## src/include/autoreload_timer_pkg.sv

```systemverilog
// Constants, register map and carrier types of the auto-reload timer.
// Functional notes
// - Set/reset wave mode: zero match drives polarity level, compare match the opposite.
// - Toggle wave mode inverts the wave pin on every masked compare match.
// - Wrap set mode: pin sets on zero overflow, releases when wrap flag cleared.
// - Wrap toggle mode inverts the wrap pin on every zero overflow.
// - With reload enabled, captures never write the reload/capture register.
// - Source A restart: input A edge reloads counter, sets A flag, counts down.
// - Input A event while A flag set sets A overrun with the reload.
// - Input B edge captures counter and sets B flag; repeat sets overrun instead.
// - Both B flags must be cleared before another input B capture.
// - Coincident B capture and A reload: capture old count, then reload.
// - Source B restart: B event captures if flags clear, then always reloads.
// - In source B restart mode, input A only sets its flags.
// - Source B mode from reset: first B event captures zero, then restarts.
// - Software restart mode: run enable reloads and starts; B only captures.
// - Reload cleared: counter free-runs from all ones; captures leave pins alone.
// - Free-run: capture targets fed by B and A, each with own edge select.
// - Free-run: A edge with flags clear captures into reload register, else overrun.
// - Interrupt is OR of five flag-and-enable terms.
// - Flags latch regardless of enables; late enable raises interrupt at once.
// - Masked compare and masked zero comparisons through the mask register.
// - Zero overflow reloads all ones or reload register, and sets wrap flag.
// - Run enable cleared holds counter at zero; setting it arms inputs and, outside source A/B restart, starts.
// - Prescaler divides the clock by 1, 4 or 16, or stops it.
package autoreload_timer_pkg;
    localparam int CNT_W = 16;
    localparam logic [7:0] OFS_CTRL = 8'h00;
    localparam logic [7:0] OFS_FLAGS = 8'h04;
    localparam logic [7:0] OFS_IRQ_EN = 8'h08;
    localparam logic [7:0] OFS_COMPARE = 8'h0c;
    localparam logic [7:0] OFS_MASK = 8'h10;
    localparam logic [7:0] OFS_RELOAD_CAPTURE = 8'h14;
    localparam logic [7:0] OFS_CAPTURE = 8'h18;
    localparam logic [7:0] OFS_COUNTER = 8'h1c;
    localparam logic [15:0] ALL_ONES = 16'hffff;
    localparam logic [15:0] ZERO_COUNT = 16'h0000;
    localparam logic [15:0] MASK_RESET = 16'hffff;
    localparam logic [1:0] PSC_OFF = 2'h0;
    localparam logic [1:0] PSC_DIV1 = 2'h1;
    localparam logic [1:0] PSC_DIV4 = 2'h2;
    localparam logic [3:0] DIV4_LAST = 4'h3;
    localparam logic [3:0] DIV16_LAST = 4'hf;
    localparam logic [1:0] SRC_RUN = 2'h0;
    localparam logic [1:0] SRC_A = 2'h1;
    localparam logic [1:0] SRC_B = 2'h2;
    localparam logic [1:0] SRC_NONE = 2'h3;
    // Control word, bit 11 down to bit 0.
    typedef struct packed {
        logic input_b_edge_sel;
        logic input_a_edge_sel;
        logic reload_source_hi;
        logic reload_source_lo;
        logic wave_polarity;
        logic wave_toggle_select;
        logic wave_out_enable;
        logic wrap_out_toggle_select;
        logic run_enable;
        logic reload_enable;
        logic [1:0] prescale;
    } ctrl_t;
    // Event flags, bit 6 down to bit 0.
    typedef struct packed {
        logic zero_match_flag;
        logic match_flag;
        logic wrap_flag;
        logic input_b_overrun;
        logic input_b_flag;
        logic input_a_overrun;
        logic input_a_flag;
    } flags_t;
    // Interrupt enables, bit 4 down to bit 0.
    typedef struct packed {
        logic zero_irq_en;
        logic match_irq_en;
        logic wrap_irq_en;
        logic input_b_irq_en;
        logic input_a_irq_en;
    } irq_en_t;
    localparam ctrl_t CTRL_RESET = 12'h000;
    localparam flags_t FLAGS_RESET = 7'h00;
    localparam irq_en_t IRQ_EN_RESET = 5'h00;
    typedef enum logic {ST_HOLD = 1'b0, ST_COUNT = 1'b1} count_state_t;
endpackage

```

## src/rtl/autoreload_timer_wave_capture.sv

```systemverilog
// Auto-reload down-counter with wave outputs, captures and APB registers.
//
// The register offsets and the APB register port were chosen for this implementation.
`timescale 1ns/10ps
`default_nettype none
module autoreload_timer_wave_capture
    import autoreload_timer_pkg::*;
#(
    parameter int CW = CNT_W
) (
    input wire logic mclk,           // System clock, 125 MHz.
    input wire logic resetn,         // Synchronous reset, active low.
    input wire logic psel,           // APB select.
    input wire logic penable,        // APB access phase.
    input wire logic pwrite,         // APB direction, high for write.
    input wire logic [7:0] paddr,    // APB byte address.
    input wire logic [31:0] pwdata,  // APB write data.
    output logic [31:0] prdata,      // APB read data.
    output logic pready,             // APB ready.
    output logic pslverr,            // APB error on unmapped address.
    input wire logic input_a,        // Capture/restart input A, asynchronous.
    input wire logic input_b,        // Capture/restart input B, asynchronous.
    output logic wave_out_pin,       // Compare-driven waveform pin.
    output logic wrap_out_pin,       // Overflow-driven pin.
    output logic irq                 // Interrupt to the core, active high.
);
    // The comparators and capture paths are built for exactly 16 bits.
    if (CW != 16) begin : g_bad_width
        $error("counter width must be 16");
    end

    ctrl_t ctrl;
    flags_t flags;
    irq_en_t irq_en;
    count_state_t state;
    logic [15:0] compare_reg;
    logic [15:0] mask_reg;
    logic [15:0] reload_capture_reg;
    logic [15:0] capture_reg;
    logic [15:0] counter_value;
    logic [3:0] div_count;
    logic run_q;
    logic a_meta, a_sync, a_prev;
    logic b_meta, b_sync, b_prev;

    // Bus decode; writes land at the access edge where pready is high.
    wire logic setup_ph = psel & ~penable;
    wire logic wr_en = psel & penable & pready & pwrite;
    wire logic wr_ctrl = wr_en & (paddr == OFS_CTRL);
    wire logic wr_flags = wr_en & (paddr == OFS_FLAGS);
    wire logic wr_irq_en = wr_en & (paddr == OFS_IRQ_EN);
    wire logic wr_compare = wr_en & (paddr == OFS_COMPARE);
    wire logic wr_mask = wr_en & (paddr == OFS_MASK);
    wire logic wr_rlc = wr_en & (paddr == OFS_RELOAD_CAPTURE);
    wire logic mapped = (paddr == OFS_CTRL) | (paddr == OFS_FLAGS)
        | (paddr == OFS_IRQ_EN) | (paddr == OFS_COMPARE)
        | (paddr == OFS_MASK) | (paddr == OFS_RELOAD_CAPTURE)
        | (paddr == OFS_CAPTURE) | (paddr == OFS_COUNTER);
    wire logic [31:0] rd_mux =
        (paddr == OFS_CTRL) ? {20'h00000, ctrl} :
        (paddr == OFS_FLAGS) ? {25'h0000000, flags} :
        (paddr == OFS_IRQ_EN) ? {27'h0000000, irq_en} :
        (paddr == OFS_COMPARE) ? {16'h0000, compare_reg} :
        (paddr == OFS_MASK) ? {16'h0000, mask_reg} :
        (paddr == OFS_RELOAD_CAPTURE) ? {16'h0000, reload_capture_reg} :
        (paddr == OFS_CAPTURE) ? {16'h0000, capture_reg} :
        (paddr == OFS_COUNTER) ? {16'h0000, counter_value} : 32'h00000000;

    // Prescaler tick; the divider restarts whenever the timer is stopped.
    wire logic run = ctrl.run_enable;
    wire logic psc_on = run & (ctrl.prescale != PSC_OFF);
    wire logic tick = psc_on & ((ctrl.prescale == PSC_DIV1)
        | ((ctrl.prescale == PSC_DIV4) & (div_count[1:0] == DIV4_LAST[1:0]))
        | (div_count == DIV16_LAST));

    // Edge detection reads only the second and third synchroniser stages.
    wire logic a_edge = run & (ctrl.input_a_edge_sel ? (a_sync & ~a_prev)
        : (~a_sync & a_prev));
    wire logic b_edge = run & (ctrl.input_b_edge_sel ? (b_sync & ~b_prev)
        : (~b_sync & b_prev));

    // Restart sources; outside reload mode none of them touch the count.
    wire logic [1:0] src = {ctrl.reload_source_hi, ctrl.reload_source_lo};
    wire logic reload_a = ctrl.reload_enable & (src == SRC_A)
        & a_edge;
    wire logic reload_b = ctrl.reload_enable & (src == SRC_B)
        & b_edge;
    wire logic reload_sw = ctrl.reload_enable & (src == SRC_RUN)
        & run & ~run_q;
    wire logic restart = reload_a | reload_b | reload_sw;
    wire logic auto_start = run & (~ctrl.reload_enable | (src == SRC_NONE));
    wire logic counting = (state == ST_COUNT);

    // Masked comparisons and the events that they raise on a count tick.
    wire logic [15:0] masked_cnt = counter_value & mask_reg;
    wire logic masked_match = masked_cnt == (compare_reg & mask_reg);
    wire logic zero_hit = masked_cnt == ZERO_COUNT;
    wire logic match_ev = counting & tick & masked_match;
    wire logic zero_ev = counting & tick & zero_hit;
    wire logic zero_wrap = counting & tick & (counter_value == ZERO_COUNT);

    // Capture qualification; a set overrun locks the input out.
    wire logic a_free = ~flags.input_a_flag & ~flags.input_a_overrun;
    wire logic b_free = ~flags.input_b_flag & ~flags.input_b_overrun;
    wire logic cap_a = ~ctrl.reload_enable & a_edge & a_free;
    wire logic cap_b = b_edge & b_free;

    // Flags: hardware set wins over a software clear in the same cycle.
    wire flags_t flag_set = {zero_ev, match_ev, zero_wrap,
        b_edge & flags.input_b_flag, cap_b,
        a_edge & flags.input_a_flag, a_edge & a_free};
    wire flags_t flag_clr = wr_flags ? ~pwdata[6:0] : 7'h00;
    wire flags_t next_flags = (flags & ~flag_clr) | flag_set;
    wire irq_en_t irq_terms = {flags.zero_match_flag, flags.match_flag,
        flags.wrap_flag, flags.input_b_flag, flags.input_a_flag} & irq_en;

    // Counter; a restart wins over the wrap, and stopping clears it.
    wire logic [15:0] wrap_value = ctrl.reload_enable ? reload_capture_reg
        : ALL_ONES;
    wire logic [15:0] next_counter =
        ~run ? ZERO_COUNT :
        restart ? reload_capture_reg :
        zero_wrap ? wrap_value :
        (counting & tick) ? counter_value - 16'h0001 : counter_value;

    // Wave pin; in set/reset mode a compare match beats a zero match.
    wire logic next_wave =
        ~ctrl.wave_out_enable ? ctrl.wave_polarity :
        ctrl.wave_toggle_select ? (wave_out_pin ^ match_ev) :
        match_ev ? ~ctrl.wave_polarity :
        zero_ev ? ctrl.wave_polarity : wave_out_pin;

    // Wrap pin; set mode follows the flag, so clearing the flag releases it.
    wire logic next_wrap_pin =
        ctrl.wrap_out_toggle_select ? (wrap_out_pin ^ zero_wrap) :
        zero_wrap ? 1'b1 : (wrap_out_pin & flags.wrap_flag);

    // Count state: a restart mode waits at zero for its trigger.
    count_state_t next_state;
    always_comb begin
        next_state = state;
        case (state)
            ST_HOLD: begin
                if (restart | auto_start) begin
                    next_state = ST_COUNT;
                end
            end
            ST_COUNT: begin
                next_state = ST_COUNT;
            end
            default: begin
                next_state = ST_HOLD;
            end
        endcase
        if (~run) begin
            next_state = ST_HOLD;
        end
    end

    // Input synchronisers; the first stage feeds only the second.
    always_ff @(posedge mclk) begin
        a_meta <= input_a;
        a_sync <= a_meta;
        a_prev <= a_sync;
        b_meta <= input_b;
        b_sync <= b_meta;
        b_prev <= b_sync;
    end

    // Bus answer is registered in the setup cycle: one wait-free access.
    always_ff @(posedge mclk) begin
        if (!resetn) begin
            prdata <= 32'h00000000;
            pready <= 1'b0;
            pslverr <= 1'b0;
        end else begin
            pready <= setup_ph;
            pslverr <= setup_ph & ~mapped;
            if (setup_ph) begin
                prdata <= rd_mux;
            end
        end
    end

    // Software-owned registers.
    always_ff @(posedge mclk) begin
        if (!resetn) begin
            ctrl <= CTRL_RESET;
            irq_en <= IRQ_EN_RESET;
            compare_reg <= ZERO_COUNT;
            mask_reg <= MASK_RESET;
        end else begin
            if (wr_ctrl) begin
                ctrl <= pwdata[11:0];
            end
            if (wr_irq_en) begin
                irq_en <= pwdata[4:0];
            end
            if (wr_compare) begin
                compare_reg <= pwdata[15:0];
            end
            if (wr_mask) begin
                mask_reg <= pwdata[15:0];
            end
        end
    end

    // Reload/capture register is read-only while it serves as a capture.
    always_ff @(posedge mclk) begin
        if (!resetn) begin
            reload_capture_reg <= ZERO_COUNT;
            capture_reg <= ZERO_COUNT;
        end else begin
            if (cap_a) begin
                reload_capture_reg <= counter_value;
            end else if (wr_rlc & ctrl.reload_enable) begin
                reload_capture_reg <= pwdata[15:0];
            end
            if (cap_b) begin
                capture_reg <= counter_value;
            end
        end
    end

    // Counter, prescaler, state, flags, pins and interrupt.
    always_ff @(posedge mclk) begin
        if (!resetn) begin
            counter_value <= ZERO_COUNT;
            div_count <= 4'h0;
            run_q <= 1'b0;
            state <= ST_HOLD;
            flags <= FLAGS_RESET;
            wave_out_pin <= 1'b0;
            wrap_out_pin <= 1'b0;
            irq <= 1'b0;
        end else begin
            counter_value <= next_counter;
            div_count <= psc_on ? div_count + 4'h1 : 4'h0;
            run_q <= run;
            state <= next_state;
            flags <= next_flags;
            wave_out_pin <= next_wave;
            wrap_out_pin <= next_wrap_pin;
            irq <= |irq_terms;
        end
    end

    // Properties on the pins, captures and counter.
    chk_wave_disabled: assert property (@(posedge mclk) disable iff (!resetn)
        !ctrl.wave_out_enable |=> wave_out_pin == $past(ctrl.wave_polarity))
        else $error("wave pin not at polarity while disabled");
    chk_wave_toggle: assert property (@(posedge mclk) disable iff (!resetn)
        ctrl.wave_out_enable && ctrl.wave_toggle_select && match_ev
        |=> wave_out_pin != $past(wave_out_pin))
        else $error("wave pin did not toggle");
    chk_wave_set: assert property (@(posedge mclk) disable iff (!resetn)
        ctrl.wave_out_enable && !ctrl.wave_toggle_select && zero_ev
        && !match_ev |=> wave_out_pin == $past(ctrl.wave_polarity))
        else $error("wave pin not set on zero match");
    chk_wave_reset: assert property (@(posedge mclk) disable iff (!resetn)
        ctrl.wave_out_enable && !ctrl.wave_toggle_select && match_ev
        |=> wave_out_pin != $past(ctrl.wave_polarity))
        else $error("wave pin not reset on compare");
    chk_wrap_toggle: assert property (@(posedge mclk) disable iff (!resetn)
        ctrl.wrap_out_toggle_select && zero_wrap
        |=> wrap_out_pin != $past(wrap_out_pin))
        else $error("wrap pin did not toggle");
    chk_wrap_set: assert property (@(posedge mclk) disable iff (!resetn)
        !ctrl.wrap_out_toggle_select && zero_wrap
        |=> wrap_out_pin && flags.wrap_flag ##1 wrap_out_pin)
        else $error("wrap pin or flag not set");
    chk_reload_keep: assert property (@(posedge mclk) disable iff (!resetn)
        ctrl.reload_enable && !wr_rlc |=> $stable(reload_capture_reg))
        else $error("reload value changed by capture");
    chk_a_restart: assert property (@(posedge mclk) disable iff (!resetn)
        reload_a |=> counter_value == $past(reload_capture_reg)
        && flags.input_a_flag)
        else $error("input A restart failed");
    chk_a_overrun: assert property (@(posedge mclk) disable iff (!resetn)
        a_edge && flags.input_a_flag |=> flags.input_a_overrun)
        else $error("input A overrun not flagged");
    chk_b_capture: assert property (@(posedge mclk) disable iff (!resetn)
        b_edge && b_free |=> capture_reg == $past(counter_value)
        && flags.input_b_flag)
        else $error("input B capture wrong");
    chk_b_locked: assert property (@(posedge mclk) disable iff (!resetn)
        b_edge && !b_free |=> $stable(capture_reg))
        else $error("capture taken while flags set");
    chk_irq_terms: assert property (@(posedge mclk) disable iff (!resetn)
        ##1 irq == $past(|({flags.zero_match_flag, flags.match_flag,
        flags.wrap_flag, flags.input_b_flag, flags.input_a_flag} & irq_en)))
        else $error("interrupt does not follow flags");
    chk_hold_zero: assert property (@(posedge mclk) disable iff (!resetn)
        !run |=> counter_value == ZERO_COUNT)
        else $error("counter not cleared while stopped");
endmodule
`default_nettype wire

```

## config.mk

```make
export PLATFORM = sky130hd
export DESIGN_NAME = autoreload_timer_wave_capture
export DESIGN_NICKNAME = d
export VERILOG_FILES = /design/src/include/autoreload_timer_pkg.sv /design/src/rtl/autoreload_timer_wave_capture.sv
export SDC_FILE = /design/constraint.sdc
export NUM_CORES = 1
export LEC_CHECK = 0
export BUFFER_PORTS_ARGS = -buffer_cell sky130_fd_sc_hd__buf_2
export CAP_MARGIN = 20
export CELL_PAD_IN_SITES_DETAIL_PLACEMENT = 1
export CELL_PAD_IN_SITES_GLOBAL_PLACEMENT = 2
export CORE_ASPECT_RATIO = 0.75
export CORE_UTILIZATION = 39
export CTS_BUF_LIST = sky130_fd_sc_hd__clkbuf_4
export CTS_CLUSTER_SIZE = 14
export DETAILED_ROUTE_END_ITERATION = 10
export HOLD_SLACK_MARGIN = 0.02
export PLACE_DENSITY_LB_ADDON = 0.1
export SLEW_MARGIN = 20
export SYNTH_ARGS = -nofsm -noshare
export SYNTH_HDL_FRONTEND = slang
export SYNTH_SLANG_ARGS = --single-unit
```

## constraint.sdc

```tcl
create_clock -name mclk -period 5.3 [get_ports mclk]
set_input_delay 0.265 -clock mclk [delete_from_list [all_inputs] [get_ports mclk]]
set_output_delay 0.265 -clock mclk [all_outputs]
set_load 0.05 [all_outputs]
```

After elaboration in Yosys (flattened, before gate mapping)
Index checks and enable logic that the tools add are counted.
- bits in read-only memories: 0
- memories: 0
- flip-flop bits (word level): 153
- bits in writable memories: 0
- word-level logic and storage cells: 174
- latch bits: 0
- multiply operators: 0
- order comparisons: 0
- reductions and logical operators: 10
- shifts and indexed selects: 0
- div/mod/pow operators: 0
- equal/unequal tests: 16
- $add $sub $neg: 2
- muxes and demuxes: 25
- bitwise operators: 78
- operator list (cell ; count):
    two-way mux 16 bit ; 14
    AND 1 bit ; 42
    AND 16 bit ; 2
    equality test 8 x 5 -> 1 bit, second input constant ; 4
    logical NOT 16 bit ; 2
    equality test 16 bit ; 1
    equality test 8 x 4 -> 1 bit, second input constant ; 2
    subtractor 16 x 1 -> 16 bit, second input constant ; 1
    NOT 1 bit ; 14
    NOT 7 bit ; 2
    bitwise OR 1 bit ; 13
    two-way mux 1 bit ; 9
    equality test 2 bit, second input constant ; 4
    equality test 8 x 3 -> 1 bit, second input constant ; 1
    logical NOT 8 bit ; 1
    AND 7 bit ; 1
    two-way mux 7 bit ; 1
    bitwise OR 7 bit ; 1
    AND 5 bit ; 1
    OR reduction 5 bit ; 1
    adder 4 x 1 -> 4 bit, second input constant ; 1
    equality test 2 x 1 -> 1 bit, second input constant ; 2
    equality test 4 bit, second input constant ; 1
    != test 4 x 1 -> 1 bit, second input constant ; 1
    other kinds (6) ; 9

Longest topological paths before layout
- depth after elaboration: 11
- gate-level depth with buffers: 10
- depth with buffers taken out: 8

Worst setup path after synthesis
No wires, ideal clock.
- path type: register to register
- start point: reg counter_value[6]
- end point: reg counter_value[15]
- stages on the path, launching flop included: 10
- path buffers: 3
- arrival time: 2169 ps
- data required time: 5163 ps
- path slack: 2995 ps
- clock period less this slack: 2305 ps
- path through: dfxtp_1 -> buf_6 -> or4_4 -> or2_1 -> buf_6 -> or3_4 -> buf_6 -> o31a_1 -> o21ai_1 -> a31oi_1
- word-level cells in the longest chain between the ends: 4
- ends and longest elaborated chain (what ; RTL line ; RTL):
    start, declared ; autoreload_timer_wave_capture.sv:40 ; logic [15:0] counter_value;
    start signal, assigned ; autoreload_timer_wave_capture.sv:237 ; counter_value <= next_counter;
    subtractor 16 x 1 -> 16 bit / logical NOT 16 bit (equally long branches) ; autoreload_timer_wave_capture.sv:124, autoreload_timer_wave_capture.sv:100 ;
    two-way mux 16 bit / AND 1 bit (equally long branches) ; autoreload_timer_wave_capture.sv:124, autoreload_timer_wave_capture.sv:100 ;
    two-way mux 16 bit ; autoreload_timer_wave_capture.sv:123 ; zero_wrap ? wrap_value :
    two-way mux 16 bit ; autoreload_timer_wave_capture.sv:122 ; restart ? reload_capture_reg :
Several ways; a longest one is shown, not always the timed one. The select of a mux whose other input is x is not followed.
A chain may end at the register's enable or synchronous reset.

Final worst setup path
- start point: reg counter_value[0]
- end point: reg counter_value[12]
Same word-level chain as after synthesis.

==> flow_metrics.env <==
export IMPL_vias=6685
export IMPL_die_y_microns=118.6
export IMPL_cts_repair_resized=0
export IMPL_cap_violations=0
export IMPL_crit_chain="inv_1 > ha_1 > nor4b_1 > and4b_1 > nor2_1 > nand3_1 > o21ai_0 > a221oi_1"
export IMPL_syn_cell_area_sq_mm=0.007073
export IMPL_synthArstFlopShare=0
export IMPL_clock_sinks=137
export IMPL_fin_crit_sh=0.5325
export IMPL_totalWireLength_microns=25710
export IMPL_cts_tree="built"
export IMPL_muxShareOfSynthArea=0.08031
export IMPL_ys_seq_area_frac=0.3878
export IMPL_avgSynthCellArea_sq_um=8.430
export IMPL_path_class="register to register"
export IMPL_ys_ff_latch=137
export IMPL_end_kind="register"
export IMPL_core_sq_mm=0.01771
export IMPL_synth_edf_count=0
export IMPL_synth_compound_area_frac=0.2250
export IMPL_grt_pass1_vias=6753
export IMPL_numPortBuffers=51
export IMPL_avgRoutedWirePerCell_microns=22.93
export IMPL_synth_flop_cell="dfxtp_1"
export IMPL_start_util=0.3994
export IMPL_synth_warnings=0
export IMPL_critPathLaunchType="register"
export IMPL_cp_slowest_stage_delay_ns=0.56
export IMPL_grt_overflow=0
export IMPL_layout_nets=916
export IMPL_clk_latency_ns=0.56
export IMPL_cts_buffers_inserted=17
export IMPL_cp_num_buf_inv=1
export IMPL_crit_family="simple AND/OR/NAND/NOR gates"
export IMPL_period_minus_slack_ns=2.822
export IMPL_gp_congestion=0.8713
export IMPL_finClkSkew_ns=0.02741
export IMPL_antenna_found_initial=1
export IMPL_grt_pass1_wl_microns=39260
export IMPL_synth_fa_ha_area_frac=0.005307
export IMPL_clockRootBuffer="clkbuf_4"
export IMPL_finalSetupViolations=0
export IMPL_critPathMaxFanout=10
export IMPL_synth_simple_gate_area_frac=0.2087
export IMPL_drt_pass1_iterations=5
export IMPL_slew_limit_headroom=0.2660
export IMPL_vdd_ir_drop_max_v=0.00009797
export IMPL_fp_dieArea_sq_mm=0.01868
export IMPL_grt_max_degree=77
export IMPL_multi_input_area_sq_mm=0.003964
export IMPL_syn_inst=839
export IMPL_synth_xor_area_share=0.02724
export IMPL_setup_tns_ns=0
export IMPL_rsz0062_at_grt="false"
export IMPL_hold_viol_final=0
export IMPL_clkTransAtPathRegs_ns=0.13
export IMPL_drive_above_1_share=0.1310
export IMPL_r2r_start="counter_value[0]"
export IMPL_grt_total_usage=0.2857
export IMPL_fmax_mhz=354.3
export IMPL_h_tree_depth=4
export IMPL_synth_top_family_by_area="compound AO/OA/AOI/OAI gates"
export IMPL_startpoint="counter_value[0]"
export IMPL_p_leak_nw=3.084
export IMPL_synth_cell_types=71
export IMPL_status="complete, no violations"
export IMPL_postRouteAntennaNets=0
export IMPL_worstHoldPathType="primary input to register"
export IMPL_vias_per_cell=5.963
export IMPL_critical_path_arrival_ns=3.28
export IMPL_critPathSlowestCell="and4b_1"
export IMPL_syn_to_final_growth_pct=11.39
export IMPL_drtIter0Drc=468
export IMPL_drc=0
export IMPL_worst_pin_slew_ns=1.101
export IMPL_fillCellCount=2142
export IMPL_slew_viol_final=0
export IMPL_rows=42
export IMPL_p_per_area_mw_per_mm2=251.1
export IMPL_regArea_sq_mm=0.002743
export IMPL_p_total_mw=1.978
export IMPL_dp_hpwl_microns=18250
export IMPL_die_x_microns=157.5
export IMPL_clock_path_buffers=2
export IMPL_cp_required_ns=5.76
export IMPL_io_pins=84
export IMPL_hp_start="pwdata[0]"
==> cell type report <==
cell class / count / area share
antenna: 1 / 0.0003176
clock buffer: 18 / 0.01715
clock inverter: 13 / 0.02271
tap: 242 / 0.03843
multi-input combinational: 620 / 0.5031
timing repair buffer: 80 / 0.06543
inverter: 10 / 0.004764
sequential: 137 / 0.3481
==> worst register-to-register path, cell delays in order, from the launching register on <==
cell	delay, ns
dfxtp_1	0.47
inv_1	0.20
ha_1	0.21
nor4b_1	0.51
and4b_1	0.56
nor2_1	0.21
nand3_1	0.17
o21ai_0	0.10
a221oi_1	0.32
==> cells in the mapped netlist, types with 3 or more instances <==
library cell | number | area, sq um
a2111oi_0 | 3 | 26.28
a211oi_1 | 8 | 60.06
a21boi_0 | 44 | 330.3
a21boi_1 | 10 | 75.07
a21oi_1 | 30 | 150.1
a221oi_1 | 10 | 87.58
a22o_1 | 5 | 43.79
a22oi_1 | 26 | 195.2
a2bb2oi_1 | 4 | 35.03
a311oi_1 | 9 | 78.83
a31oi_1 | 4 | 25.02
and3_1 | 5 | 31.28
buf_1 | 3 | 11.26
buf_2 | 8 | 40.04
buf_4 | 17 | 127.6
buf_6 | 3 | 33.78
clkbuf_1 | 56 | 210.2
dfxtp_1 | 137 | 2743
ha_1 | 3 | 37.54
inv_1 | 9 | 33.78
mux2i_1 | 32 | 320.3
mux4_2 | 10 | 225.2
nand2_1 | 131 | 491.7
nand2b_1 | 8 | 50.05
nand3_1 | 47 | 235.2
nand4_1 | 6 | 37.54
nor2_1 | 34 | 127.6
nor2b_1 | 24 | 150.1
nor3_1 | 16 | 80.08
nor3b_1 | 4 | 30.03
nor4_1 | 6 | 37.54
o2111ai_1 | 3 | 26.28
o21a_1 | 4 | 30.03
o21ai_0 | 44 | 220.2
o21bai_1 | 3 | 22.52
or3_1 | 7 | 43.79
xor2_1 | 21 | 183.9
==> metal layers <==
metal | GRT usage | share of wire
met5 | 0 | 0
met4 | 0.08920 | 0.021
met3 | 0.05941 | 0.068
met2 | 0.4499 | 0.45
met1 | 0.3890 | 0.46
==> layout by cell type, fill, tap and decap left out, types with 9 or more instances in the layout <==
master,n
nor2b_1,24
nand2_1,131
nand3_1,47
xor2_1,21
a21boi_0,44
clkbuf_4,18
mux2i_1,32
a221oi_1,10
nor2_1,33
buf_2,51
dlygate4sd3_1,17
mux4_2,10
a21oi_1,30
a22oi_1,26
buf_4,12
dfxtp_1,137
o21ai_0,44
inv_1,9
nor3_1,15
a21boi_1,10
conb_1,16
==> power by group <==
part | leakage [nW] | switching [mW] | internal, mW | total [mW]
Combinational | 1.81 | 0.102 | 0.0458 | 0.148
Clock | 0.163 | 0.417 | 0.374 | 0.791
Sequential | 1.11 | 0.00324 | 1.04 | 1.04
Total | 3.08 | 0.523 | 1.46 | 1.98
==> path summary, 6_finish.rpt <==
kind | slack (ns) | end | depth (start not counted)
hold / removal | 0.05 | ctrl[0] | 3
setup / recovery | 2.48 | counter_value[12] | 8
setup reg to reg | 2.48 | counter_value[12] | 8
hold reg to reg | 0.35 | a_sync | 0
==> repair_timing <==
action	in CTS	in global routing
buffers inserted	0	0
endpoints found under the hold margin	32	0
hold buffers	17	0
==> metrics by stage <==
stage                     instances    util  setup slack (ns)  instance area (sq um)  hold WS (ns)
after floorplan                 854       -             2.995                   7129        0.2927
after global placement         1072  0.4173             2.132                   7390        0.3104
after detailed placement       1072  0.4173             2.097                   7390        0.3269
after CTS                      1120  0.4446             2.496                   7874       0.03005
after global routing           1121  0.4449             2.279                   7879       0.02492
final                          1121  0.4449             2.478                   7879       0.04799
==> cell families after synthesis <==
family | after synthesis
fa+ha+maj | 3
simple gates | 307
flops | 137
compound gates | 228
mux | 44
xor+xnor | 22
buf+inv | 97
other cells | 1
No activity file was read; power rests on OpenSTA's default activity.
